### src/logic/fxu_pkg.sv
// Package of the floating-point exception unit: register map, field
// positions, reset values, fault vectors and the carrier structs.
// Assumes one 20 MHz clock and a synchronous active-low reset.
// Summary of operation
// - Masked denormal operand: normalise it automatically
// - Transcendental and extract ops raise denormal too
// - Masked overflow, chop rounding: largest finite value
// - Unmasked overflow also sets precision flag
// - Unmasked overflow to stack: round at precision
// - Masked underflow only when tiny and losing accuracy
// - Unmasked underflow: adjust exponent, then round
// - Denormal priority same masked or unmasked
// - Saved pointer marks first prefix byte
// - Errors reach fault logic, no interrupt controller
// - Undefined opcode raises invalid-opcode fault, vector 6
// - Task-switched or emulation flag: vector 7 fault
// - Undefined opcode skips pending error check
// - Unmasked exception: error pin low at completion
// - Deferred mode: error before next op, held
// - Denormal sqrt/div/rem/convert: normalise, no invalid
// - Level-3 misaligned operand: alignment fault, stack exempt
// - Environment load: both end bytes before commit
package fxu_pkg;

	// Register byte addresses
	localparam logic [7:0] ADR_CTRL  = 8'h00; // Masks, precision, rounding, mode
	localparam logic [7:0] ADR_SYS   = 8'h04; // Main control register flags
	localparam logic [7:0] ADR_STAT  = 8'h08; // Sticky events, write one to clear
	localparam logic [7:0] ADR_IMASK = 8'h0C; // Interrupt enables
	localparam logic [7:0] ADR_SAVIP = 8'h10; // Saved instruction pointer
	localparam logic [7:0] ADR_SAVCS = 8'h14; // Saved code selector
	localparam logic [7:0] ADR_ACT   = 8'h18; // Last result action

	// Control word fields
	localparam int CTL_PREC = 8;  // Precision control, two bits
	localparam int CTL_RND  = 10; // Rounding control, two bits
	localparam int CTL_DEFER = 12; // Deferred error reporting
	localparam logic [15:0] CTRL_RST = 16'h030F; // All masked, extended, nearest
	localparam logic [1:0]  RND_CHOP = 2'h3;
	localparam logic [1:0]  PREC_EXT = 2'h3;

	// Main control register bits
	localparam int SYS_TASKSW = 0;
	localparam int SYS_EMUL   = 1;
	localparam int SYS_ALIGN  = 2;
	localparam logic [2:0] SYS_RST = 3'h0;

	// Status bits; the low four are the arithmetic exception flags
	localparam int STAT_W  = 9;
	localparam int ST_DEN  = 0;
	localparam int ST_OVF  = 1;
	localparam int ST_UNF  = 2;
	localparam int ST_PRE  = 3;
	localparam int ST_BADOP = 4;
	localparam int ST_NODEV = 5;
	localparam int ST_ALIGN = 6;
	localparam int ST_SEGAB = 7;
	localparam int ST_MF   = 8;
	localparam logic [STAT_W-1:0] STAT_RST = 9'h000;

	// Fault vectors
	localparam logic [7:0] VEC_BADOP = 8'h06;
	localparam logic [7:0] VEC_NODEV = 8'h07;
	localparam logic [7:0] VEC_SEGAB = 8'h0B;
	localparam logic [7:0] VEC_FPERR = 8'h10;
	localparam logic [7:0] VEC_ALIGN = 8'h11;

	localparam logic [1:0] PRIV_USER = 2'h3;
	localparam int ENV_BYTES = 28; // Environment image length

	// Result selection codes
	localparam logic [1:0] SEL_PASS = 2'h0;
	localparam logic [1:0] SEL_INF  = 2'h1;
	localparam logic [1:0] SEL_MAXF = 2'h2;

	// Instruction offered for issue
	typedef struct packed {
		logic        is_fp;      // Floating-point opcode space
		logic        defined;    // Opcode is defined
		logic        env_load;   // environment_load_op
		logic        stack_area; // Stack part of save/restore
		logic        has_mem;    // Has a memory data operand
		logic [1:0]  cpl;        // Current privilege level
		logic [1:0]  size;       // 0 word,1 dword,2 qword,3 ext
		logic [31:0] addr;       // Operand linear address
		logic [15:0] cs;         // Code selector
		logic [31:0] prefix_ip;  // Address of first prefix byte
	} fxu_issue_t;

	// Raw outcome of a finished arithmetic instruction
	typedef struct packed {
		logic       denorm;      // A source was denormal
		logic       arith;       // Arithmetic incl. transcendental/extract
		logic       norm_first;  // sqrt, divide, remainder, int/bcd convert
		logic       ovf;         // Exponent overflow
		logic       tiny;        // Result tiny
		logic       loss;        // Denormalising loses accuracy
		logic       inexact;     // Rounded result inexact
		logic       sign;        // Result sign
		logic       stack_dest;  // Destination on register stack
		logic       prec_gov;    // Governed by precision control
		logic       prec_by_op;  // Opcode fixes precision
		logic [1:0] prec_op;     // Precision given by opcode
	} fxu_done_t;

	// Action handed to the datapath
	typedef struct packed {
		logic       normalize;   // Normalise denormal sources first
		logic [1:0] sel;         // Result selection
		logic       sign;        // Sign for selected constant
		logic       round_en;    // Round significand on stack store
		logic [1:0] round_prec;  // Precision for that rounding
		logic       adj_exp;     // Adjust exponent before rounding
		logic [1:0] top_exc;     // Highest unmasked flag
		logic       unmasked;    // Any unmasked flag raised
	} fxu_act_t;

	typedef enum logic [1:0] {
		ENV_IDLE,
		ENV_FIRST,
		ENV_LAST,
		ENV_COMMIT
	} fxu_env_t;

endpackage : fxu_pkg

### src/logic/fxu_align.sv
// Alignment checker for floating-point memory operands.
// Assumes operands are naturally aligned to their size, extended at 8.
`timescale 1ns/1ns
module fxu_align
	import fxu_pkg::*;
(
	input  wire logic       chk_en_i,   // Alignment checking enabled
	input  wire fxu_issue_t issue_i,    // Instruction being issued
	output logic            fault_o     // Alignment fault
);
	logic mis; // Low address bits off the size boundary

	// Misalignment by operand size
	always_comb begin
		unique case (issue_i.size)
			2'h0: mis = issue_i.addr[0];
			2'h1: mis = |issue_i.addr[1:0];
			default: mis = |issue_i.addr[2:0];
		endcase
	end

	// Only user level, and stack area of save/restore is exempt
	assign fault_o = chk_en_i && issue_i.has_mem && issue_i.cpl == PRIV_USER
		&& !issue_i.stack_area && mis;

endmodule : fxu_align

### src/logic/fxu_prio.sv
// Priority pick among raised arithmetic exception flags.
// Assumes flags and masks use the status bit layout of the package.
`timescale 1ns/1ns
module fxu_prio
	import fxu_pkg::*;
(
	input  wire logic [3:0] flags_i,    // Raised flags
	input  wire logic [3:0] mask_i,     // Mask bits, one masks
	output logic [1:0]      top_o,      // Highest unmasked flag
	output logic            any_o       // Any unmasked flag
);
	logic [3:0] live; // Unmasked raised flags

	assign live = flags_i & ~mask_i;
	assign any_o = |live;

	// Fixed order; denormal ranks first whatever its mask, so the mask
	// only gates, it never reorders
	always_comb begin
		if (live[ST_DEN]) begin
			top_o = 2'(ST_DEN);
		end else if (live[ST_OVF]) begin
			top_o = 2'(ST_OVF);
		end else if (live[ST_UNF]) begin
			top_o = 2'(ST_UNF);
		end else begin
			top_o = 2'(ST_PRE);
		end
	end

endmodule : fxu_prio

### src/logic/fxu_top.sv
// Floating-point exception unit: issue checks, result exception
// handling, error pin, saved pointer, environment load ordering and
// the register file. Assumes the core offers one instruction per
// issue pulse and one outcome per done pulse, all on clk_sys_i.
//
// Local design decisions: strobed register access and the address map.
`timescale 1ns/1ns
module fxu_top
	import fxu_pkg::*;
#(
	parameter int ENV_LEN = ENV_BYTES // Environment image bytes
) (
	input  wire logic        clk_sys_i,   // 20 MHz system clock
	input  wire logic        nrst_i,      // Synchronous reset, low
	input  wire logic [7:0]  reg_addr_i,  // Register byte address
	input  wire logic [31:0] reg_wdata_i, // Write data
	input  wire logic        reg_wr_i,    // Write strobe
	input  wire logic        reg_rd_i,    // Read strobe
	output logic [31:0]      reg_rdata_o, // Read data, one cycle later
	input  wire logic        issue_i,     // Issue pulse
	input  wire fxu_issue_t  issue_d_i,   // Issued instruction
	input  wire logic        done_i,      // Completion pulse
	input  wire fxu_done_t   done_d_i,    // Completion outcome
	input  wire logic        mem_ack_i,   // Environment byte read done
	input  wire logic        mem_fault_i, // That read faulted
	output logic             mem_req_o,   // Environment byte read
	output logic [31:0]      mem_addr_o,  // Byte address
	output logic             env_commit_o, // Load internal state
	output logic             fault_o,     // Fault to core, pulse
	output logic [7:0]       fault_vec_o, // Fault vector
	output logic             hold_o,      // Issue blocked
	output logic             act_v_o,     // Action valid, pulse
	output fxu_act_t         act_o,       // Action to datapath
	output logic             fp_error_out_n, // Error pin, low active
	output logic             irq_o        // Level interrupt
);

	// All state of the unit
	typedef struct packed {
		logic [15:0]       ctrl;     // Control word
		logic [2:0]        sys;      // Main control flags
		logic [STAT_W-1:0] stat;     // Sticky status
		logic [STAT_W-1:0] imask;    // Interrupt enables
		logic [31:0]       sav_ip;   // Saved instruction pointer
		logic [15:0]       sav_cs;   // Saved selector
		logic [31:0]       rdata;    // Read data
		logic              irq;      // Interrupt level
		logic              err_n;    // Error pin
		logic              flt;      // Fault pulse
		logic [7:0]        vec;      // Fault vector
		logic              act_v;    // Action pulse
		fxu_act_t          act;      // Last action
		fxu_env_t          env;      // Environment load phase
		logic [31:0]       env_base; // Environment base address
		logic              mem_req;  // Byte read request
		logic [31:0]       mem_addr; // Byte address
		logic              commit;   // Commit pulse
		logic              hold;     // Issue blocked
	} fxu_state_t;

	fxu_state_t s;       // Registered state
	fxu_state_t next_s;  // Next state

	logic       align_flt;  // Alignment fault of issued op
	logic [3:0] raise;      // Flags raised by this outcome
	logic [1:0] top_exc;    // Highest unmasked raised flag
	logic       any_unm;    // Any unmasked raised flag
	logic [3:0] xmask;      // Exception masks
	logic       pend_err;   // Unmasked flag still set in status

	// Return true when an address hits the given register
	function automatic logic hit(input logic [7:0] a, input logic [7:0] r);
		return a == r;
	endfunction : hit

	assign xmask = s.ctrl[3:0];
	assign pend_err = |(s.stat[3:0] & ~xmask);

	fxu_align u_align (
		.chk_en_i (s.sys[SYS_ALIGN]),
		.issue_i  (issue_d_i),
		.fault_o  (align_flt)
	);

	fxu_prio u_prio (
		.flags_i (raise),
		.mask_i  (xmask),
		.top_o   (top_exc),
		.any_o   (any_unm)
	);

	// Flags raised by a finished instruction
	always_comb begin
		raise = 4'h0;
		// Denormal raised for every arithmetic op, extract included
		raise[ST_DEN] = done_d_i.denorm && done_d_i.arith;
		raise[ST_OVF] = done_d_i.ovf;
		// Masked underflow needs loss of accuracy too
		if (xmask[ST_UNF]) begin
			raise[ST_UNF] = done_d_i.tiny && done_d_i.loss;
		end else begin
			raise[ST_UNF] = done_d_i.tiny;
		end
		// Unmasked overflow always marks precision as well
		raise[ST_PRE] = done_d_i.inexact || (done_d_i.ovf && !xmask[ST_OVF]);
	end

	// Next state
	always_comb begin
		next_s = s;
		next_s.flt = 1'b0;
		next_s.act_v = 1'b0;
		next_s.commit = 1'b0;
		next_s.rdata = 32'h0000_0000;

		// Register writes; status clears are overridden below by sets
		if (reg_wr_i) begin
			if (hit(reg_addr_i, ADR_CTRL)) begin
				next_s.ctrl = reg_wdata_i[15:0];
			end
			if (hit(reg_addr_i, ADR_SYS)) begin
				next_s.sys = reg_wdata_i[2:0];
			end
			if (hit(reg_addr_i, ADR_STAT)) begin
				next_s.stat = s.stat & ~reg_wdata_i[STAT_W-1:0];
			end
			if (hit(reg_addr_i, ADR_IMASK)) begin
				next_s.imask = reg_wdata_i[STAT_W-1:0];
			end
		end

		// Register reads; unmapped addresses read zero
		if (reg_rd_i) begin
			if (hit(reg_addr_i, ADR_CTRL)) begin
				next_s.rdata = {16'h0000, s.ctrl};
			end else if (hit(reg_addr_i, ADR_SYS)) begin
				next_s.rdata = {29'h0000_0000, s.sys};
			end else if (hit(reg_addr_i, ADR_STAT)) begin
				next_s.rdata = {23'h00_0000, s.stat};
			end else if (hit(reg_addr_i, ADR_IMASK)) begin
				next_s.rdata = {23'h00_0000, s.imask};
			end else if (hit(reg_addr_i, ADR_SAVIP)) begin
				next_s.rdata = s.sav_ip;
			end else if (hit(reg_addr_i, ADR_SAVCS)) begin
				next_s.rdata = {16'h0000, s.sav_cs};
			end else if (hit(reg_addr_i, ADR_ACT)) begin
				next_s.rdata = {21'h00_0000, s.act};
			end
		end

		// Issue checks, in order of precedence; faults go straight to
		// the core, never through an interrupt controller
		if (issue_i && issue_d_i.is_fp && s.env == ENV_IDLE) begin
			next_s.flt = 1'b1;
			if (s.sys[SYS_TASKSW] || s.sys[SYS_EMUL]) begin
				// Defined or not, no device while either flag is set
				next_s.vec = VEC_NODEV;
				next_s.stat[ST_NODEV] = 1'b1;
			end else if (!issue_d_i.defined) begin
				// Pending errors are deliberately not looked at here
				next_s.vec = VEC_BADOP;
				next_s.stat[ST_BADOP] = 1'b1;
			end else if (pend_err) begin
				// Next op refused until handler clears the flags
				next_s.vec = VEC_FPERR;
				next_s.stat[ST_MF] = 1'b1;
			end else if (align_flt) begin
				next_s.vec = VEC_ALIGN;
				next_s.stat[ST_ALIGN] = 1'b1;
			end else begin
				next_s.flt = 1'b0;
				// Environment load starts with the first byte
				if (issue_d_i.env_load) begin
					next_s.env = ENV_FIRST;
					next_s.env_base = issue_d_i.addr;
					next_s.mem_req = 1'b1;
					next_s.mem_addr = issue_d_i.addr;
				end
			end
			// Pointer saved at the first prefix, not the opcode
			if (next_s.flt) begin
				next_s.sav_ip = issue_d_i.prefix_ip;
				next_s.sav_cs = issue_d_i.cs;
			end
		end

		// Environment load: both end bytes are read before any commit
		unique case (s.env)
			ENV_IDLE: begin
			end
			ENV_FIRST: begin
				if (mem_ack_i) begin
					if (mem_fault_i) begin
						next_s.env = ENV_IDLE;
						next_s.mem_req = 1'b0;
					end else begin
						next_s.env = ENV_LAST;
						next_s.mem_addr = s.env_base + 32'(ENV_LEN - 1);
					end
				end
			end
			ENV_LAST: begin
				if (mem_ack_i) begin
					next_s.mem_req = 1'b0;
					next_s.env = mem_fault_i ? ENV_IDLE : ENV_COMMIT;
				end
			end
			ENV_COMMIT: begin
				// Only now may the internal state change
				next_s.commit = 1'b1;
				next_s.env = ENV_IDLE;
			end
		endcase
		// Segment fault leaves internal state untouched
		if (s.env inside {ENV_FIRST, ENV_LAST} && mem_ack_i && mem_fault_i) begin
			next_s.flt = 1'b1;
			next_s.vec = VEC_SEGAB;
			next_s.stat[ST_SEGAB] = 1'b1;
		end

		// Outcome of a finished instruction
		if (done_i) begin
			next_s.act_v = 1'b1;
			next_s.act = '0;
			next_s.act.sign = done_d_i.sign;
			next_s.act.top_exc = top_exc;
			next_s.act.unmasked = any_unm;
			// Denormal sources normalised when masked
			if (done_d_i.denorm && xmask[ST_DEN]) begin
				next_s.act.normalize = 1'b1;
			end
			// These ops always normalise and never raise invalid
			if (done_d_i.denorm && done_d_i.norm_first) begin
				next_s.act.normalize = 1'b1;
			end
			if (done_d_i.ovf) begin
				if (xmask[ST_OVF]) begin
					// Chop gives the largest finite value of that sign
					if (s.ctrl[CTL_RND +: 2] == RND_CHOP) begin
						next_s.act.sel = SEL_MAXF;
					end else begin
						next_s.act.sel = SEL_INF;
					end
				end else if (done_d_i.stack_dest) begin
					next_s.act.round_en = 1'b1;
					next_s.act.round_prec = done_d_i.prec_by_op ? done_d_i.prec_op
						: s.ctrl[CTL_PREC +: 2];
				end
			end else if (done_d_i.tiny && !xmask[ST_UNF] && done_d_i.stack_dest) begin
				// Exponent first, then the significand
				next_s.act.adj_exp = 1'b1;
				next_s.act.round_en = 1'b1;
				next_s.act.round_prec = done_d_i.prec_gov ? s.ctrl[CTL_PREC +: 2] : PREC_EXT;
			end
			next_s.stat[3:0] = next_s.stat[3:0] | raise;
		end

		// Error pin: at completion, or deferred to the next fp issue
		if (!pend_err && !(done_i && any_unm)) begin
			next_s.err_n = 1'b1;
		end else if (!s.ctrl[CTL_DEFER]) begin
			next_s.err_n = !(pend_err || (done_i && any_unm));
		end else if (issue_i && issue_d_i.is_fp && issue_d_i.defined && pend_err) begin
			next_s.err_n = 1'b0;
		end

		// Issue blocked while loading or while a deferred error waits
		next_s.hold = (next_s.env != ENV_IDLE) || (s.ctrl[CTL_DEFER] && (pend_err
			|| (done_i && any_unm)));

		// Interrupt level from enabled sticky bits
		next_s.irq = |(next_s.stat & s.imask);
	end

	// State register
	always_ff @(posedge clk_sys_i) begin
		if (!nrst_i) begin
			s <= '0;
			s.ctrl <= CTRL_RST;
			s.sys <= SYS_RST;
			s.stat <= STAT_RST;
			s.err_n <= 1'b1;
			s.env <= ENV_IDLE;
		end else begin
			s <= next_s;
		end
	end

	// Outputs straight from the state register
	assign reg_rdata_o = s.rdata;
	assign mem_req_o = s.mem_req;
	assign mem_addr_o = s.mem_addr;
	assign env_commit_o = s.commit;
	assign fault_o = s.flt;
	assign fault_vec_o = s.vec;
	assign hold_o = s.hold;
	assign act_v_o = s.act_v;
	assign act_o = s.act;
	// Legacy mode: this pin is routed by board logic to an interrupt
	// controller; inside the core the fault path above is used instead
	assign fp_error_out_n = s.err_n;
	assign irq_o = s.irq;

endmodule : fxu_top

### config.mk
export PLATFORM = sky130hd
export DESIGN_NAME = fxu_top
export DESIGN_NICKNAME = d
export VERILOG_FILES = /design/src/logic/fxu_pkg.sv /design/src/logic/fxu_align.sv /design/src/logic/fxu_prio.sv /design/src/logic/fxu_top.sv
export SDC_FILE = /design/constraint.sdc
export NUM_CORES = 1
export LEC_CHECK = 0
export BUFFER_PORTS_ARGS = -buffer_cell sky130_fd_sc_hd__buf_4
export CAP_MARGIN = 20
export CORE_MARGIN = 2
export CORE_UTILIZATION = 54
export DETAILED_ROUTE_END_ITERATION = 8
export HOLD_SLACK_MARGIN = 0.03
export PLACE_DENSITY_LB_ADDON = 0.05
export SLEW_MARGIN = 20
export SYNTH_ARGS = -nofsm -noshare
export SYNTH_HDL_FRONTEND = slang
export SYNTH_SLANG_ARGS = --single-unit
### constraint.sdc
create_clock -name clk_sys_i -period 2.5 [get_ports clk_sys_i]
set_input_delay 0.25 -clock clk_sys_i [delete_from_list [all_inputs] [get_ports clk_sys_i]]
set_output_delay 0.25 -clock clk_sys_i [all_outputs]
set_load 0.005 [all_outputs]
== Yosys cells after proc, flatten, opt, wreduce, memory -nomap -nowiden ==
Index checks and enable logic that the tools add are counted.
Storage, ports and cells
  input port bits: 150
  register bits: 209
Cells by class
  add/subtract/negate cells: 1
  eq/ne operators: 15
  mux-type cells: 73
  bitwise gates (word level): 12
  reductions and logical operators: 52
Operator list (count)
  two-way mux 67 bit: 6
  two-way mux 32 bit: 3
  two-way mux 16 bit: 5
  two-way mux 9 bit: 4
  two-way mux 33 bit: 1
  adder 32 x 5 -> 32 bit, second input constant: 1
  two-way mux 8 bit: 4
  two-way mux 1 bit: 27
  equality test 8 x 5 -> 1 bit, second input constant: 3
  two-way mux 2 bit: 11
  logical AND 1 bit: 20
  bitwise AND 9 bit: 2
  two-way mux 18 bit: 1
  equality test 8 x 4 -> 1 bit, second input constant: 2
  AND reduction 2 bit: 7
  two-way mux 12 bit: 1
  two-way mux 3 bit: 4
  two-way mux 11 bit: 1
  inverter 9 bit: 1
  OR reduction 9 bit: 1
  bitwise AND 4 bit: 2
  equality test 2 bit, second input constant: 4
  equality test 8 x 3 -> 1 bit, second input constant: 1
  zero test 8 bit: 1
  19 further kinds: 40

== Logic depth before layout (Yosys ltp) ==
  word-level depth: 13
  mapped depth: 9
  depth with buffers taken out: 8

== Modules after synthesis ==
From an unflattened synthesis, not the netlist that was laid out.
Unflattened totals
  cell total of the unflattened synthesis: 1174
  area, all modules: 9565.4 um2
Modules (own cells, without submodules)
  fxu_top: area an instance 9474.1 um2, instances 1, cells each 1161
  fxu_prio: area an instance 58.8 um2, instances 1, cells each 8
  fxu_align: area an instance 32.5 um2, instances 1, cells each 5

== Worst setup path before layout ==
OpenSTA, ideal clock, no wires.
  path type: register to register
  from: register s[182] (netlist bit)
  to: register s[151] (netlist bit)
  required time: 2.368 ns
  clock period less this slack: 1.869 ns
  stages on the path, launching flop included: 9
  arrival time: 1.736 ns
  setup slack: 0.631 ns
  cell sequence: dfxtp_1 -> nor2b_1 -> a2111oi_4 -> o21ai_2 -> o21a_1 -> buf_2 -> buf_6 -> nand2_1 -> a21oi_1
Between the ends
  cells in the longest elaborated chain, start to end: 7
Ends and longest elaborated chain
  start, declared: line fxu_top.sv:61  | fxu_state_t s;
  start signal, assigned: line fxu_top.sv:285  | s <= next_s;
  bitwise AND 4 bit: line fxu_top.sv:77  | assign pend_err = |(s.stat[3:0] & ~xmask);
  OR reduction 4 bit: line fxu_top.sv:77
  two-way mux 1 bit: line fxu_top.sv:163  | end else if (pend_err) begin
  two-way mux 1 bit: line fxu_top.sv:159  | end else if (!issue_d_i.defined) begin
  two-way mux 1 bit: line fxu_top.sv:155  | if (s.sys[SYS_TASKSW] || s.sys[SYS_EMUL]) begin
  two-way mux 1 bit: line fxu_top.sv:153  | if (issue_i && issue_d_i.is_fp && s.env == ENV_IDLE) begin
  AND reduction 2 bit (no line)
Every way passes these cells. The select of a mux whose other input is x is not followed.
A chain may end at the register's enable or synchronous reset.

== Final worst setup path ==
  from: register s[190] (netlist bit)
  to: register s, in the netlist mem_addr_o[2]
Between the ends
  cells in the longest elaborated chain, start to end: 6
Ends and longest elaborated chain
  logical OR 1 bit (*): line fxu_top.sv:155
  two-way mux 67 bit (*): line fxu_top.sv:155
  two-way mux 67 bit (*): line fxu_top.sv:153
  two-way mux 32 bit: line fxu_top.sv:193  | if (mem_fault_i) begin
  two-way mux 33 bit: line fxu_top.sv:192  | if (mem_ack_i) begin
  two-way mux 32 bit (*): line fxu_top.sv:188  | unique case (s.env)
Mark *: on every way between the ends. The rest lies on a longest branch, timed or not.

==> impl_metrics.yaml <==
setup_path:
  cp_slowest_cell: "or3b_1"
  r2r-end: "mem_addr_o[2]$_SDFF_PN0_"
  cp-end-kind: "flip-flop"
  r2r_cells: 7
  cp_max_fo: 36
  crit_required_ns: 2.85
  cp_cell_sequence: "or3b_1 > nor2_1 > and2_4 > nand3_4 > buf_12 > nand2_1 > a311oi_2"
  worst_r2r_startpoint: "s[190]$_SDFFE_PN0P_"
  start_kind: "flip-flop"
  reg2reg_slack_ns: 0.24
  startpoint: "s[190]$_SDFFE_PN0P_"
  crit_type: "flip-flop to flip-flop"
  worstPathArrival_ns: 2.61
  slowest_delay_ns: 0.50
layout:
  final_cell_mix: "252 x nand2_1, 248 x buf_4, 206 x dfxtp_1"
  syn2layout_area_growth_pct: 29.2
  diodes: 0
  fin_cells: 1602
  post-route-util_pct: 71.1
  final_area_sq_mm: 0.0123
  layout.nets: 1520
  layout_commonest_cell: "nand2_1"
  drive_above_1_share_pct: 22.5
power:
  power_leakage_nw: 4.99
  max-vdd-ir-drop_uv: 404
  power.total_mw: 7.17
  power.density_mw_per_mm2: 583
clocking:
  clk_pin_slew_ns: 0.06
  ctsRootBufferMaster: "clkbuf_16"
  numClockSinks: 206
  cts_resized: 0
  clkLatencyLatePin_ns: 0.50
  cts_tree: "built"
  htree_levels: 1
  cts_setup_buffers: 0
  cts_buffer_depth: 3
  cts-buffers-inserted: 22
grt:
  grt_pass1_vias: 8186
  grt_max_degree: 66
  grt_pass1_wl_mm: 41.0
  grt_overflow: 0
  antenna_found_initial: 0
  grtUsageTotal_pct: 27.4
place:
  placed_cell_area_sq_mm: 0.0108
  pre_cts_slack_ns: 0.238
  io_buffers: 220
  hpwl_mm: 17.9
  dp.cells: 1484
  gp_congestion: 0.838
hold_path:
  hold_path.class: "input pin to flip-flop"
  hp-start: "issue_d_i[77]"
  min_to: "s[64]$_SDFFE_PN0P_"
  min_path_cells: 3
route:
  drt_iter0_drc: 489
  wl_per_cell_um: 16.6
  drtPass1Iterations: 5
  drc: 0
  drt.antenna.violating_nets: 0
  viasPerCell: 5.48
  via_count: 8780
  wirelength_mm: 26.5
floorplan:
  initial_utilization_pct: 55.1
  rows: 48
  io_pins: 240
  die_x_um: 137
  die_y_um: 137
  dieArea_sq_mm: 0.0187
  coreArea_sq_mm: 0.0173
sta:
  tightest_slew_ns: 0.690
  setup_viol: 0
  finalHoldViolCount: 0
  rsz0062_at_grt: "false"
  setup_slack_ns: 0.241
  fmax_mhz: 443
  fin_crit_ns: 2.26
  tns_ns: 0
  min_period_over_period_pct: 90.4
  final_max_slew_viol_count: 0
  timing.hold.ws_ns: 0.0357
  slew_headroom_pct: 53.6
  fin_worst_skew_ns: 0.0114
synth:
  synth.top_cell.area_share_pct: 43.3
  synth_ff_type: "dfxtp_1"
  synthCells: 1156
  async_flop_share_pct: 0
  synth_top_cell_by_area: "dfxtp_1"
  yosysUniqueCellTypes: 68
  yosysSeqAreaShare_pct: 43.3
  yosysWarningCount: 0
  syn_area_sq_mm: 0.00953
  ys_top_cells_by_area: "dfxtp_1 43%, nand2_1 9.9%, a21oi_1 7.6%"
  ys_ff_latch: 206
  synth_edf_count: 0
  syn_area_per_cell_sq_um: 8.24
status:
  status: "finished clean"
run:
  cap_violations: 0
## Yosys cell counts (4+ instances only)
| cell type | number |
|---|---|
| a222oi_1 | 6 |
| a21oi_1 | 144 |
| clkbuf_1 | 39 |
| o21ai_0 | 32 |
| a21o_1 | 6 |
| a22oi_1 | 8 |
| buf_1 | 5 |
| buf_4 | 87 |
| a221oi_2 | 7 |
| nand3_1 | 19 |
| and4_1 | 4 |
| mux2i_1 | 22 |
| buf_2 | 13 |
| nand2_1 | 252 |
| nor2_1 | 60 |
| o21a_1 | 4 |
| a31oi_1 | 19 |
| a221o_1 | 4 |
| xnor2_1 | 9 |
| inv_1 | 25 |
| nand4_1 | 21 |
| o22ai_1 | 8 |
| o211ai_1 | 9 |
| a211oi_1 | 7 |
| and3_1 | 14 |
| nor3_1 | 10 |
| ha_1 | 6 |
| nand2b_1 | 5 |
| xor2_1 | 14 |
| dfxtp_1 | 206 |
| buf_6 | 9 |
| nor2b_1 | 8 |
| and2_1 | 23 |
## per-layer routing
metal | global-route usage [%] | vias up | share of wire [%]
met5 | 0 | - | 0
li1 | - | 4307 | -
met1 | 33.7 | 4099 | 41
met2 | 47.8 | 319 | 49
met4 | 10.8 | 0 | 3.2
met3 | 4.52 | 55 | 7.1
## worst max-delay path by stage
stage                                     endpoint  slack, ns  depth (start not counted)
after floorplan                s[151]$_SDFFE_PN0P_       0.63                          8
after global routing      mem_addr_o[2]$_SDFF_PN0_       0.11                          7
after CTS                 mem_addr_o[2]$_SDFF_PN0_       0.23                          7
final                     mem_addr_o[2]$_SDFF_PN0_       0.24                          7
after detailed placement  mem_addr_o[2]$_SDFF_PN0_       0.24                          7
after global placement    mem_addr_o[2]$_SDFF_PN0_       0.28                          8
## final cells by class
cell class,count,area [sq um]
clock buffer,35,661
clock inverter,2,10.0
fill,1440,4990
inverter,25,96.3
multi-input combinational,774,4340
sequential,206,4120
tap,225,282
timing repair buffer,335,2790
## kinds of logic (layout without fill, tap and decap cells)
logic type / count (synthesis) / after routing / synth area share [%]
mux: 22 / 22 / 2.31
other cells: 1 / 3 / 0.0394
xor+xnor: 23 / 23 / 2.11
fa+ha+maj: 6 / 6 / 0.788
compound gates: 283 / 283 / 19.0
buf+inv: 178 / 397 / 11.3
flops: 206 / 206 / 43.3
simple gates: 437 / 437 / 21.1
## report_power, final
part | leakage, nW | total (mW) | internal [mW] | switching (mW)
Clock | 0.329 | 3.05 | 1.80 | 1.25
Sequential | 1.67 | 3.41 | 3.36 | 0.0511
Combinational | 3.00 | 0.714 | 0.378 | 0.336
Total | 4.99 | 7.17 | 5.54 | 1.64
## worst max-delay path: cells and delay by family (launching register included)
kind / cells / cell delay (ns)
compound gates: 1 / 0.09
buf+inv: 1 / 0.29
simple gates: 5 / 1.36
flops: 1 / 0.35
## timing repair
action / 4_1_cts / 5_1_grt
hold buffers: 81 / 0
hold endpoints to repair: 95 / 0
endpoints found under the setup margin: 0 / 0
## state kept, by name, summed over array words and instances (netlist names)
register / cells
mem_req_o: 1
fault_vec_o: 5
irq_o: 1
env_commit_o: 1
hold_o: 1
reg_rdata_o: 32
mem_addr_o: 32
s: 119
act_v_o: 1
fp_error_out_n: 1
act_o: 11
fault_o: 1
Note: power is estimated with default switching activity, not from simulation.
